<file path="config.mk">
export PLATFORM = sky130hd
export DESIGN_NAME = comparator_digital_control
export DESIGN_NICKNAME = d
export VERILOG_FILES = /design/src/shared/comparator_digital_control_pkg.sv /design/src/rtl/comparator_digital_control.sv
export SDC_FILE = /design/constraint.sdc
export NUM_CORES = 1
export LEC_CHECK = 0
export BUFFER_PORTS_ARGS = -buffer_cell sky130_fd_sc_hd__buf_2
export CORE_MARGIN = 4
export CORE_UTILIZATION = 41
export CTS_CLUSTER_DIAMETER = 120
export DETAILED_ROUTE_END_ITERATION = 8
export GPL_TIMING_DRIVEN = 0
export SYNTH_ARGS = -nofsm -noshare
export SYNTH_HDL_FRONTEND = slang
export SYNTH_SLANG_ARGS = --single-unit
</file>
<file path="constraint.sdc">
create_clock -name clk -period 4.03 [get_ports clk]
set_input_delay 0.6045 -clock clk [delete_from_list [all_inputs] [get_ports clk]]
set_output_delay 0.6045 -clock clk [all_outputs]
set_load 0.02 [all_outputs]
</file>
<file path="src/shared/comparator_digital_control_pkg.sv">
// constants shared by the comparator digital control block
package comparator_digital_control_pkg;
	localparam int NUM_CMP = 6; // comparators 0..5
	localparam int NUM_PROT = 5; // comparators 1..5
	localparam int NUM_FILT = 7; // six comparators plus trigger source
	localparam int EXT_FILT = 6; // filter on the trigger source
	localparam int SURGE_CMP = 4; // comparator with rising-edge interrupt
	localparam int SURGE_SLOT = 3; // its slot among comparators 1..5
	localparam int CNT_W = 9; // filter counter width, up to 256
	// register indices
	localparam logic [3:0] SYNC_TRIM_IDX = 4'h0;
	localparam logic [3:0] SYNC_CTRL_IDX = 4'h1;
	localparam logic [3:0] SYNC_DB_IDX = 4'h2;
	localparam logic [3:0] SYNC_DLY_IDX = 4'h3;
	localparam logic [3:0] PROT_TRIM_BASE = 4'h4;
	localparam logic [3:0] PROT_CTRL_BASE = 4'h9;
	localparam logic [3:0] NUM_PROT_REGS = 4'h5;
	// reset values
	localparam logic [6:0] SYNC_TRIM_RST = 7'h20;
	localparam logic [7:0] SYNC_CTRL_RST = 8'h04;
	localparam logic [6:0] PROT_TRIM_RST = 7'h10;
	// field positions
	localparam int RAW_BIT = 7;
	localparam int MODE_BIT = 6;
	localparam int REF_BIT = 5;
	localparam int EN_BIT = 7;
	localparam int VOD_BIT = 4;
	localparam int INV_BIT = 3;
	localparam int TRG_BIT = 4;
	localparam int SRC_BIT = 2;
	localparam int FCLK_BIT = 7;
	// writable bits
	localparam logic [7:0] SYNC_DB_MASK = 8'hbf;
	localparam logic [7:0] PROT_CTRL_MASK = 8'hef;
	// comparators whose interrupt fires on a rising edge
	localparam logic [5:0] RISE_EDGE_MASK = 6'h10;
	// debounce and delay encodings
	localparam logic [5:0] DB6_MAX_CODE = 6'h2f;
	localparam logic [8:0] DB6_MAX_CYC = 9'h030;
	localparam logic [8:0] DB3_UNIT = 9'h002;
	localparam logic [8:0] CNT_ONE = 9'h001;
	localparam logic [5:0] DLY_BYPASS = 6'h00;
	localparam logic [2:0] DB3_SHORTEST = 3'h1;
	// calibration reference codes
	localparam logic [1:0] SYNC_REF_POS = 2'b01;
	localparam logic [1:0] SYNC_REF_ZERO = 2'b11;
	typedef enum logic [1:0] {
		CAL_NEG = 2'b00,
		CAL_POS = 2'b01,
		CAL_ZERO = 2'b10
	} cal_src_e;
endpackage

</file>
<file path="src/rtl/comparator_digital_control.sv">
// digital control, filtering and trigger logic of six comparators
// Operation
// RULE1: falling-edge interrupts, comparator 4 rising edge
// RULE2: raw output bit readable, positive above negative
// RULE3: per-comparator calibration mode bit, reset zero
// RULE4: trim values, six bits then five bits
// RULE5: comparator 0 enable bit powers it
// RULE6: trigger on single or every second falling
// RULE7: inversion bit before the filtered output
// RULE8: trigger source pin or comparator 0, reset one
// RULE9: comparator 0 calibration reference decode
// RULE10: filter clock system clock or half
// RULE11: trigger input debounce time, six-bit code
// RULE12: trigger delay time, same six-bit code
// RULE13: comparators 1-5 calibration reference bit
// RULE14: comparator 4 filtered output readable
// RULE15: comparator 4 debounce on system clock
// RULE16: comparator 4 enable powers comparator and converter
// RULE17: route trigger, comparator 0 and 4 outputs
// RULE18: comparators 1,2,3,5 three-bit debounce
// RULE19: filter updates after level held long enough
// RULE20: disabled comparator keeps filter and interrupt quiet
module comparator_digital_control
	import comparator_digital_control_pkg::*;
(
	input wire logic clk,
	input wire logic srst,
	input wire logic [3:0] regAddr,
	input wire logic [7:0] regWrData,
	input wire logic regWrite,
	input wire logic regRead,
	output logic [7:0] regRdData,
	input wire logic [5:0] rawResult,
	input wire logic pulseSyncPin,
	output logic [5:0] comparatorOn,
	output logic [5:0] trimMode,
	output logic [5:0] syncTrimValue,
	output logic [24:0] protectTrimValue,
	output logic [1:0] syncCalSource,
	output logic [4:0] protectTrimReference,
	output logic [5:0] filteredOutput,
	output logic [5:0] comparatorIrq,
	output logic syncCompToTimers,
	output logic surgeToAdc,
	output logic delayedSyncIrq
);

	// whole block state, registered in one place
	typedef struct packed {
		logic [6:0] syncTrim; // mode and six-bit trim
		logic [7:0] syncCtrl; // enable, hysteresis, trigger, invert, source, ref
		logic [7:0] syncDb; // filter clock select and debounce code
		logic [5:0] syncDly; // delay code
		logic [4:0][6:0] protTrim; // mode, reference, five-bit trim
		logic [4:0][7:0] protCtrl; // enable, hysteresis, invert, debounce
		logic [5:0] raw; // sampled comparator results
		logic [6:0] filt; // filter outputs
		logic [6:0][8:0] cnt; // filter counters
		logic halfTick; // half-rate filter clock phase
		logic pairOdd; // first falling edge of a pair seen
		logic dlyBusy; // delay counter running
		logic [8:0] dlyCnt; // delay elapsed ticks
		logic [5:0] irq; // interrupt pulses
		logic delayedIrq; // delayed trigger pulse
		logic [1:0] calSrc; // decoded comparator 0 reference
		logic [7:0] rdData; // read answer
	} state_s;

	state_s st; // current state
	state_s nx; // next state
	logic [5:0] on; // per-comparator enables
	logic [5:0] inv; // per-comparator inversion
	logic [6:0] filtIn; // filter inputs after inversion
	logic fclkTick; // filter clock enable this cycle
	logic trig; // accepted trigger edge

	// six-bit debounce or delay code to ticks; 11xxxx saturates
	function automatic logic [8:0] db6Cycles(input logic [5:0] code);
		logic [8:0] n;
		n = {3'h0, code};
		if (code > DB6_MAX_CODE) begin
			n = DB6_MAX_CYC;
		end
		return n;
	endfunction

	// three-bit debounce code to ticks: 4, 8 .. 256, zero bypasses
	function automatic logic [8:0] db3Cycles(input logic [2:0] code);
		logic [8:0] n;
		n = '0;
		if (code != 3'h0) begin
			n = 9'(DB3_UNIT << code);
		end
		return n;
	endfunction

	// hit flag and slot of an address inside a five-register group
	function automatic logic [3:0] protSlot(input logic [3:0] a, input logic [3:0] base);
		logic [3:0] s;
		s = '0;
		if (a >= base && a < 4'(base + NUM_PROT_REGS)) begin
			s = {1'b1, 3'(a - base)};
		end
		return s;
	endfunction

	// read mux; read-only bits come from live state
	function automatic logic [7:0] readReg(input state_s s, input logic [3:0] a);
		logic [3:0] tSlot;
		logic [3:0] cSlot;
		logic [7:0] d;
		tSlot = protSlot(a, PROT_TRIM_BASE);
		cSlot = protSlot(a, PROT_CTRL_BASE);
		d = '0;
		if (a == SYNC_TRIM_IDX) begin
			// RULE2: raw bit readback
			d = {s.raw[0], s.syncTrim};
		end else if (a == SYNC_CTRL_IDX) begin
			d = s.syncCtrl;
		end else if (a == SYNC_DB_IDX) begin
			d = s.syncDb;
		end else if (a == SYNC_DLY_IDX) begin
			d = {2'b00, s.syncDly};
		end else if (tSlot[3]) begin
			// RULE2: raw bit readback
			d = {s.raw[3'(tSlot[2:0] + 3'h1)], s.protTrim[tSlot[2:0]]};
		end else if (cSlot[3]) begin
			d = s.protCtrl[cSlot[2:0]];
			// RULE14: filtered output readback
			d[VOD_BIT] = s.filt[3'(cSlot[2:0] + 3'h1)];
		end
		return d;
	endfunction

	// enables and inversion gathered per comparator
	assign on[0] = st.syncCtrl[EN_BIT];
	assign inv[0] = st.syncCtrl[INV_BIT];
	for (genvar g = 0; g < NUM_PROT; g++) begin : gProt
		assign on[g + 1] = st.protCtrl[g][EN_BIT];
		assign inv[g + 1] = st.protCtrl[g][INV_BIT];
		assign trimMode[g + 1] = st.protTrim[g][MODE_BIT];
		assign protectTrimReference[g] = st.protTrim[g][REF_BIT];
		assign protectTrimValue[g * 5 +: 5] = st.protTrim[g][4:0];
	end

	// next-state logic
	always_comb begin
		logic [3:0] tSlot;
		logic [3:0] cSlot;
		logic [8:0] thr;
		logic tick;
		logic fall;
		tSlot = protSlot(regAddr, PROT_TRIM_BASE);
		cSlot = protSlot(regAddr, PROT_CTRL_BASE);
		thr = '0;
		tick = 1'b0;
		fall = 1'b0;
		nx = st;
		nx.rdData = '0;
		nx.irq = '0;
		nx.delayedIrq = 1'b0;
		nx.raw = rawResult;
		nx.halfTick = ~st.halfTick;
		trig = 1'b0;

		// register writes; read-only bits are never stored
		if (regWrite) begin
			if (regAddr == SYNC_TRIM_IDX) begin
				// RULE3: mode bit
				// RULE4: six-bit trim
				nx.syncTrim = regWrData[6:0];
			end else if (regAddr == SYNC_CTRL_IDX) begin
				nx.syncCtrl = regWrData;
			end else if (regAddr == SYNC_DB_IDX) begin
				nx.syncDb = regWrData & SYNC_DB_MASK;
			end else if (regAddr == SYNC_DLY_IDX) begin
				nx.syncDly = regWrData[5:0];
			end else if (tSlot[3]) begin
				// RULE13: reference bit
				// RULE4: five-bit trim
				nx.protTrim[tSlot[2:0]] = regWrData[6:0];
			end else if (cSlot[3]) begin
				nx.protCtrl[cSlot[2:0]] = regWrData & PROT_CTRL_MASK;
			end
		end

		// read answer, one cycle after the strobe
		if (regRead) begin
			nx.rdData = readReg(st, regAddr);
		end

		// RULE10: filter clock rate
		fclkTick = ~st.syncDb[FCLK_BIT] | st.halfTick;

		// RULE7: inversion ahead of the filters
		for (int i = 0; i < NUM_CMP; i++) begin
			filtIn[i] = st.raw[i] ^ inv[i];
		end
		// RULE8: trigger source select
		filtIn[EXT_FILT] = st.syncCtrl[SRC_BIT] ? (on[0] & filtIn[0]) : pulseSyncPin;

		// debounce filters
		for (int i = 0; i < NUM_FILT; i++) begin
			if (i == 0 || i == EXT_FILT) begin
				// RULE11: six-bit debounce code
				thr = db6Cycles(st.syncDb[5:0]);
				tick = fclkTick;
			end else if (i == SURGE_CMP) begin
				// RULE15: system clock debounce
				thr = db3Cycles(st.protCtrl[SURGE_SLOT][2:0]);
				tick = 1'b1;
			end else begin
				// RULE18: filter clock debounce
				thr = db3Cycles(st.protCtrl[i - 1][2:0]);
				tick = fclkTick;
			end
			if (thr == '0) begin
				nx.filt[i] = filtIn[i];
				nx.cnt[i] = '0;
			end else if (filtIn[i] == st.filt[i]) begin
				nx.cnt[i] = '0;
			end else if (tick) begin
				// RULE19: update only after the level held
				if (9'(st.cnt[i] + CNT_ONE) >= thr) begin
					nx.filt[i] = filtIn[i];
					nx.cnt[i] = '0;
				end else begin
					nx.cnt[i] = 9'(st.cnt[i] + CNT_ONE);
				end
			end
			// RULE5: comparator 0 off
			// RULE16: comparator 4 off
			// RULE20: disabled filter held low
			if (i < NUM_CMP && !on[i]) begin
				nx.filt[i] = 1'b0;
				nx.cnt[i] = '0;
			end
		end

		// RULE1: edge polarity per comparator
		for (int i = 0; i < NUM_CMP; i++) begin
			if (RISE_EDGE_MASK[i]) begin
				nx.irq[i] = on[i] & nx.filt[i] & ~st.filt[i];
			end else begin
				nx.irq[i] = on[i] & ~nx.filt[i] & st.filt[i];
			end
		end

		// RULE6: single or every second falling edge
		fall = st.filt[EXT_FILT] & ~nx.filt[EXT_FILT];
		if (!st.syncCtrl[TRG_BIT]) begin
			nx.pairOdd = 1'b0;
			trig = fall;
		end else if (fall) begin
			nx.pairOdd = ~st.pairOdd;
			trig = st.pairOdd;
		end

		// RULE12: trigger delay; a new trigger restarts it
		thr = db6Cycles(st.syncDly);
		if (trig) begin
			nx.dlyCnt = '0;
			nx.dlyBusy = (thr != '0);
			nx.delayedIrq = (thr == '0);
		end else if (st.dlyBusy && fclkTick) begin
			if (9'(st.dlyCnt + CNT_ONE) >= thr) begin
				nx.dlyBusy = 1'b0;
				nx.delayedIrq = 1'b1;
			end else begin
				nx.dlyCnt = 9'(st.dlyCnt + CNT_ONE);
			end
		end

		// RULE9: calibration reference decode
		if (nx.syncCtrl[1:0] == SYNC_REF_ZERO) begin
			nx.calSrc = CAL_ZERO;
		end else if (nx.syncCtrl[1:0] == SYNC_REF_POS) begin
			nx.calSrc = CAL_POS;
		end else begin
			nx.calSrc = CAL_NEG;
		end
	end

	// state register with synchronous reset
	always_ff @(posedge clk) begin
		if (srst) begin
			st <= '0;
			st.syncTrim <= SYNC_TRIM_RST;
			st.syncCtrl <= SYNC_CTRL_RST;
			for (int i = 0; i < NUM_PROT; i++) begin
				st.protTrim[i] <= PROT_TRIM_RST;
			end
		end else begin
			st <= nx;
		end
	end

	// outputs, all taken from state flops
	assign regRdData = st.rdData;
	assign comparatorOn = on;
	assign trimMode[0] = st.syncTrim[MODE_BIT];
	assign syncTrimValue = st.syncTrim[5:0];
	assign syncCalSource = st.calSrc;
	assign filteredOutput = st.filt[5:0];
	assign comparatorIrq = st.irq;
	// RULE17: internal consumers
	assign syncCompToTimers = st.filt[0];
	assign surgeToAdc = st.filt[SURGE_CMP];
	assign delayedSyncIrq = st.delayedIrq;
endmodule

</file>
Yosys cells after proc, flatten, opt, wreduce, memory -nomap -nowiden
Cells that the tools add are included.

Word-level logic and storage cells: 262. Register bits after elaboration: 208. Output and inout port bits: 73. Input port bits: 23.

Bitwise operators: 45. $add $sub $neg: 12. Reduce and logical (&&, ||, !) cells: 40. Equality and inequality tests: 12. Multiplexer cells: 93. Shift operators: 5. Magnitude comparators: 22.

Operator list (count): 91-bit two-way mux (2); 9-bit two-way mux (12); 89-bit two-way mux (1); 81-bit two-way mux (1); 40-bit two-way mux (2); 75-bit two-way mux (1); 9-bit by 1-bit adder with 9-bit output, second input constant (8); 9-bit greater-or-equal comparator (8); 8-bit two-way mux (9); 9-bit logical NOT (7); 2-bit by 3-bit left shift with 9-bit output, first input constant (5); 1-bit two-way mux (43); 40-bit bitwise mux (1); 35-bit bitwise mux (1); 35-bit two-way mux (1); 8-bit binary-select mux with 3-bit select (1); 8-bit demux with 3-bit select (1); 3-bit by 4-bit < comparator with 1-bit output, second input constant (6); 1-bit inverter (24); 7-bit binary-select mux with 3-bit select (1); 7-bit demux with 3-bit select (1); 10-bit two-way mux (2); 4-bit OR reduction (5); 6-bit two-way mux (3); 34 further kinds (83).

Logic depth before layout (Yosys ltp)
Gate-level depths: netlist of the first run.

Word-level depth: 18. Depth in mapped cells: 14. Gate-level depth less buffers: 12.

Worst setup path after synthesis of the first run
No wires, ideal clock.

Path type: input to register. From: input port regAddr[1]. To: register st (netlist bit regRdData[4]). Stages on the path: 14. Data arrival time: 3.241 ns. Library setup time: 0.136 ns. Setup slack: 0.653 ns. Path through: buf_2 > buf_2 > inv_1 > ha_1 > buf_6 > or3b_4 > and4_4 > buf_6 > buf_2 > ha_1 > mux4_2 > and3_1 > a21oi_2 > a221oi_1.

Word-level cells in the longest chain between the ends: 13. Elaborated cells between the ends (all ways): 27.

RTL lines: start: declaration (line comparator_digital_control.sv:28) `input wire logic [3:0] regAddr,`; 4-bit greater-or-equal comparator or 4-bit < comparator (tied branches) (line comparator_digital_control.sv:101) `if (a >= base && a < 4'(base + NUM_PROT_REGS)) begin`; 1-bit logical AND (line comparator_digital_control.sv:101); 4-bit two-way mux (line comparator_digital_control.sv:101); 4-bit two-way mux (line comparator_digital_control.sv:188) `if (regRead) begin`; 3-bit by 1-bit adder with 3-bit output (line comparator_digital_control.sv:130) `d[VOD_BIT] = s.filt[3'(cSlot[2:0] + 3'h1)];`; 1-bit binary-select mux with 3-bit select (line comparator_digital_control.sv:130); 1-bit two-way mux (not written as such) (line comparator_digital_control.sv:130); 8-bit two-way mux (line comparator_digital_control.sv:127) `end else if (cSlot[3]) begin`; 8-bit two-way mux (line comparator_digital_control.sv:124) `end else if (tSlot[3]) begin`; 8-bit two-way mux (line comparator_digital_control.sv:122) `end else if (a == SYNC_DLY_IDX) begin`; 8-bit two-way mux (line comparator_digital_control.sv:120) `end else if (a == SYNC_DB_IDX) begin`; 8-bit two-way mux (line comparator_digital_control.sv:118) `end else if (a == SYNC_CTRL_IDX) begin`; 8-bit two-way mux (*) (line comparator_digital_control.sv:115) `if (a == SYNC_TRIM_IDX) begin`; end signal: assignment (line comparator_digital_control.sv:294) `st <= nx;`; end: declaration (line comparator_digital_control.sv:69) `state_s st;`.

Mark *: on every way between the ends. The rest lies on a longest branch, timed or not. The select of a mux whose other input is x is not followed. A chain may end at the register's enable or synchronous reset.

Worst setup path after layout of the first run
Same ends and word-level chain as after synthesis.

==> results.yml, run 1 <==
die:
  die-width_um: 176
  std_cell_rows: 61
  core_area_um2: 27900
  initial_utilization: 0.418
  ios: 96
  die_outline_area_um2: 31200
  die_height_um: 176
placement:
  gp_congestion: 0.932
  place.detailed.hpwl_um: 24900
  dp_cells: 1813
  port_buffers: 93
  dp_slack_ns: -0.0419
yosys:
  yosysMostFrequentCell: "sky130_fd_sc_hd__dfxtp_1"
  synthesis.instances: 1342
  async_flop_share: 0
  syn-num-nets: 1437
  synth-main-ff-cell: "sky130_fd_sc_hd__dfxtp_1"
  synth.avg_cell_area_um2: 8.67
  synth_cell_type_count: 73
  synth.yosys.seq_area_share: 0.349
  synth_warnings: 0
  yosys-mux-area-fraction: 0.0933
  syn_area_um2: 11600
  ys_ff_latch: 203
  synth_simple_gate_area_share: 0.210
  synth_fa_ha_area_frac: 0.0774
  synth_compound_gate_area_share: 0.130
  netlist_top_cells_area: "sky130_fd_sc_hd__dfxtp_1, sky130_fd_sc_hd__ha_1, sky130_fd_sc_hd__mux2i_1"
  main_combinational_cell_family_by_area_after_synthesis: "simple AND/OR/NAND/NOR gates"
  synth_area_leader_cell: "sky130_fd_sc_hd__dfxtp_1"
  synth.top_cells.by_count: "sky130_fd_sc_hd__dfxtp_1, sky130_fd_sc_hd__nor2_1, sky130_fd_sc_hd__nand2_1, sky130_fd_sc_hd__mux2i_1, sky130_fd_sc_hd__ha_1"
  yosys.area_share.xor_xnor: 0.0594
  synth_edf_count: 0
  post-synth-top-area-fraction: 0.349
route:
  antenna_violating_nets_left: 0
  viasPerCell: 5.33
  route.detailed.drc: 0
  number_of_drc_markers_in_iteration_0: 651
  wl_final_um: 33400
  routedWlPerCell_um: 18.0
  dr.pass1.iters: 5
  detailed_route_via_count: 9909
sta:
  fin_crit_sh: 0.893
  fin_crit_ns: 3.60
  finalSetupTns_ns: 0
  max-slew-margin-rel: 0.195
  hold_slack_ns: 0.309
  finalWorstSetupSlack_ns: 0.430
  rsz0062_at_grt: "false"
  max_freq_mhz: 278
  timing.final.max_slew_violations: 0
  skew_ns: 0.0224
  report.final.hold_viol_count: 0
  timing_worst_slew_pin_value_ns: 1.20
  setup_viol: 0
cts:
  root_buffer: "sky130_fd_sc_hd__clkbuf_16"
  tritoncts.num_buffers: 24
  postCtsSetupRepairBufs: 0
  cts_htree_levels: 1
  max-clock-path-buffers: 3
  clock_sink_count: 203
  worst_skew_pair.late_latency_ns: 0.53
  cts_hold_repair.buffers: 0
  cts_tree: "yes"
  clock_transition_at_the_registers_of_the_reported_paths_ns: 0.06
  ctsResizeCount: 0
outcome:
  outcome: "finished, final reports clean"
critical_path:
  critical_path.endpoint_type: "flop"
  critPathArrivalTime_ns: 3.98
  critical_path.startpoint_type: "primary input"
  crit-reg2reg-capture: "st[25]"
  worst_ep_required_time_ns: 4.41
  worstRegToRegCells: 10
  critical_path_type: "primary input to flop"
  r2r_slack_ns: 0.97
  worst-path-max-fanout: 10
  timing.rr.start: "st[83]"
hold_path:
  hold_path_depth: 2
  hold-path-endpoint: "st[103]"
  hp-start: "rawResult[4]"
  timing.hold.worst.class: "primary input to flop"
power:
  total_power_uw: 4690
  power.density_cell_area_nw_per_um2: 349
  vdd_ir_drop_max_v: 0.000239
  leakagePower_uw: 0.00563
cells_and_area:
  filler_cell_count: 2734
  post_route_cells_drive_above_1_share: 0.171
  multi_input_comb_area_um2: 6640
  finish.net_count: 1556
  layout_cells_excl_fill: 1858
  seqCellArea_um2: 4060
  syn2layout_area_growth_pct: 15.4
global_route:
  antenna_found_initial: 2
  globalRoute.totalOverflow: 0
  global_route_wire_length_before_repair_um: 52600
  groute.usage.overall: 0.210
  grt_start_max_net_pins: 14
  number_of_global_route_vias_before_repair: 9527
flow_run:
  timing.max_cap.violations: 0
## metal layers
layer | share of wire | track usage
met1 | 0.47 | 0.296
met2 | 0.44 | 0.335
met3 | 0.057 | 0.0313
met4 | 0.032 | 0.0625
met5 | 0 | 0
## final cells by class
cell class                      instances  area share
Sequential cell                       203       0.302
Clock buffer                           34      0.0543
Tap cell                              378      0.0352
Timing Repair Buffer                   93      0.0346
Antenna cell                            2    0.000372
Buffer                                141      0.0614
Clock inverter                          9     0.00931
Inverter                               31     0.00866
Multi-Input combinational cell        967       0.494
## layout by cell type (no fill, tap or decap), types with 40 or more instances in the layout
cell | synthesis | routed
sky130_fd_sc_hd__o21ai_0 | 40 | 40
sky130_fd_sc_hd__nand3_1 | 65 | 65
sky130_fd_sc_hd__nand2_1 | 124 | 124
sky130_fd_sc_hd__ha_1 | 72 | 72
sky130_fd_sc_hd__mux2i_1 | 86 | 86
sky130_fd_sc_hd__nor2_1 | 134 | 134
sky130_fd_sc_hd__buf_2 | 11 | 104
sky130_fd_sc_hd__xnor2_1 | 49 | 49
sky130_fd_sc_hd__buf_4 | 71 | 71
sky130_fd_sc_hd__clkbuf_1 | 55 | 57
sky130_fd_sc_hd__dfxtp_1 | 203 | 203
sky130_fd_sc_hd__a21oi_1 | 70 | 70
## critical path, stage by stage
cell and delay (ns):
sky130_fd_sc_hd__buf_2 0.12, sky130_fd_sc_hd__buf_2 0.25, sky130_fd_sc_hd__buf_2 0.35, sky130_fd_sc_hd__inv_1 0.17, sky130_fd_sc_hd__ha_1 0.22, sky130_fd_sc_hd__buf_6 0.14, sky130_fd_sc_hd__or3b_4 0.38, sky130_fd_sc_hd__and4_4 0.20
sky130_fd_sc_hd__buf_6 0.12, sky130_fd_sc_hd__buf_2 0.19, sky130_fd_sc_hd__ha_1 0.35, sky130_fd_sc_hd__mux4_2 0.30, sky130_fd_sc_hd__and3_1 0.20, sky130_fd_sc_hd__a21oi_2 0.20, sky130_fd_sc_hd__a221oi_1 0.15
## per-stage QoR
stage	util	instance area, um2
floorplan	-	11600
global placement	0.452	12600
detailed placement	0.452	12600
CTS	0.482	13400
global route	0.482	13400
finish	0.482	13400
## kinds of logic after synthesis
kind of cell / Yosys count
buf+inv: 172
flops: 203
simple gates: 491
fa+ha+maj: 72
xor+xnor: 79
mux: 97
compound gates: 228
## report_power, final
part / internal [uW] / switching (uW)
registers: 2030 / 16.3
logic: 111 / 218
clock network: 1450 / 873
## worst max-delay path by stage
| stage | start | to | slack (ns) | cells past startpoint |
|---|---|---|---|---|
| floorplan | regAddr[1] | regRdData[4] | 0.65 | 14 |
| global placement | regAddr[1] | regRdData[4] | -0.08 | 15 |
| detailed placement | regAddr[1] | regRdData[4] | -0.04 | 15 |
| CTS | regAddr[1] | regRdData[4] | 0.49 | 15 |
| global route | regAddr[1] | regRdData[7] | 0.15 | 14 |
| finish | regAddr[1] | regRdData[4] | 0.43 | 15 |
Power figures use the tool's default switching activity.
==> inputs of run 2 (changes only) <==
Settings changed: BUFFER_PORTS_ARGS -buffer_cell sky130_fd_sc_hd__buf_2 to unset, CORE_MARGIN 4 to 1.5, DONT_BUFFER_PORTS set to 1.
==> run 2 against run 1 <==
Worst setup slack better by 0.087 ns; combinational power is 10% lower; clock skew is 0.0063 ns lower; utilization is 1.9 points lower; flip-flop and latch count stayed put; register-to-register slack worse by 0.06 ns; sequential power hardly changed; cell count is 5.1% lower; global-route usage is 1.3 points higher; critical endpoint unchanged; largest cell class unchanged.
==> results.yml, run 2 (same netlist as run 1, synthesis figures left out) <==
sta:
  hold_slack_ns: 0.211
  skew_ns: 0.0161
  timing.final.max_slew_violations: 0
  report.final.hold_viol_count: 0
  max_freq_mhz: 285
  fin_crit_sh: 0.872
  timing_worst_slew_pin_value_ns: 1.08
  rsz0062_at_grt: "false"
  fin_crit_ns: 3.51
  setup_viol: 0
  max-slew-margin-rel: 0.275
power:
  p_clk_frac: 0.486
  power.density_cell_area_nw_per_um2: 352
  p_seq_frac: 0.449
  combPwrFrac: 0.065
  switching_share: 0.240
  net-switching-power_uw: 1090
  cellInternalPower_uw: 3460
  vdd_ir_drop_max_v: 0.000290
  leakagePower_uw: 0.00514
cells_and_area:
  layout_commonest_cell: "sky130_fd_sc_hd__dfxtp_1"
  final_cell_mix: "sky130_fd_sc_hd__dfxtp_1, sky130_fd_sc_hd__nor2_1, sky130_fd_sc_hd__nand2_1"
  antenna_diodes: 0
  finish.net_count: 1463
  syn2layout_area_growth_pct: 11.0
  filler_cell_count: 2718
  layout_cells_excl_fill: 1763
  post_route_cells_drive_above_1_share: 0.114
global_route:
  globalRoute.totalOverflow: 0
  grt_start_max_net_pins: 14
  antenna_found_initial: 1
  groute.usage.overall: 0.223
  global_route_wire_length_before_repair_um: 50900
  number_of_global_route_vias_before_repair: 9021
die:
  core_area_um2: 27900
  initial_utilization: 0.418
  die_outline_area_um2: 29400
  die_height_um: 171
  die-width_um: 171
  ios: 96
  std_cell_rows: 61
placement:
  dp_cells: 1720
  gp_congestion: 0.929
  port_buffers: 0
  place.detailed.hpwl_um: 24000
cts:
  postCtsSetupRepairBufs: 0
  ctsResizeCount: 0
  cts_tree: "yes"
  clock_transition_at_the_registers_of_the_reported_paths_ns: 0.06
  max-clock-path-buffers: 3
  worst_skew_pair.late_latency_ns: 0.52
  clock_sink_count: 203
  tritoncts.num_buffers: 24
  root_buffer: "sky130_fd_sc_hd__clkbuf_16"
  cts_hold_repair.buffers: 0
  cts_htree_levels: 1
hold_path:
  timing.hold.worst.class: "primary input to flop"
route:
  number_of_drc_markers_in_iteration_0: 685
  route.detailed.drc: 0
  wl_final_um: 32600
  viasPerCell: 5.48
  dr.pass1.iters: 7
  routedWlPerCell_um: 18.5
  detailed_route_via_count: 9668
  antenna_violating_nets_left: 0
critical_path:
  worst-path-max-fanout: 10
  critPathArrivalTime_ns: 3.88
  worst_ep_required_time_ns: 4.40
  critical_path_type: "primary input to flop"
  critical_path.endpoint_type: "flop"
  critical_path.startpoint_type: "primary input"
outcome:
  outcome: "finished, final reports clean"
flow_run:
  timing.max_cap.violations: 0
-- run 2: cell types whose count changed in the layout (fill, tap and decap cells not counted), sizes merged --
cell | previous run | this run
buf | 179 | 86
bufinv | 3 | 2
clkbuf | 89 | 88
clkinv | 5 | 6
clkinvlp | 2 | 3
diode | 2 | 0
-- run 2: power groups by stage --
stage               clock (uW)  combinational, uW  sequential, uW
floorplan                    0                213            2080
global placement             0                289            2080
finish                    2210                296            2040
CTS                       2260                292            2040
global route              2340                320            2040
detailed placement           0                290            2080
-- run 2: metal layers --
metal  part of all wire  GRT usage
met5            0.00046          0
met4              0.033     0.0767
met3              0.074     0.0433
met2               0.43      0.348
met1               0.46      0.307
-- run 2: cell type report --
| cell class | count | area, um2 | area share |
|---|---|---|---|
| inverter | 31 | 116 | 0.00901 |
| sequential | 203 | 4060 | 0.315 |
| clock buffer | 33 | 696 | 0.0539 |
| tap | 378 | 473 | 0.0366 |
| multi-input combinational | 967 | 6640 | 0.514 |
| clock inverter | 10 | 108 | 0.00833 |
| buffer | 141 | 825 | 0.0638 |
-- run 2: critical path: stages --
cell and delay (ns):
sky130_fd_sc_hd__buf_2 0.21, sky130_fd_sc_hd__buf_2 0.35, sky130_fd_sc_hd__inv_1 0.17, sky130_fd_sc_hd__ha_1 0.22, sky130_fd_sc_hd__buf_6 0.14, sky130_fd_sc_hd__or3b_4 0.38, sky130_fd_sc_hd__and4_4 0.20, sky130_fd_sc_hd__buf_6 0.12
sky130_fd_sc_hd__buf_2 0.19, sky130_fd_sc_hd__ha_1 0.36, sky130_fd_sc_hd__mux4_2 0.23, sky130_fd_sc_hd__and3_1 0.17, sky130_fd_sc_hd__a21oi_2 0.06, sky130_fd_sc_hd__a221oi_1 0.47
-- run 2: through the flow --
stage	utilization	setup WS (ns)	area (um2)	total power, uW	TNS [ns]
2_1_floorplan	-	0.653	11600	2290	0
3_3_place_gp	0.435	-0.0571	12100	2370	-0.0571
3_5_place_dp	0.435	-0.0619	12100	2380	-0.0619
4_1_cts	0.464	0.482	12900	4590	0
5_1_grt	0.464	0.361	12900	4700	0
6_report	0.464	0.517	12900	4550	0
-- run 2: final timing paths --
kind | from | endpoint | slack, ns | cells after the start
max | regAddr[1] | regRdData[4] | 0.52 | 14
min | rawResult[5] | st[104] | 0.21 | 1
max reg2reg | st[85] | st[24] | 0.91 | 10
min reg2reg | st[28] | st[28] | 0.44 | 1
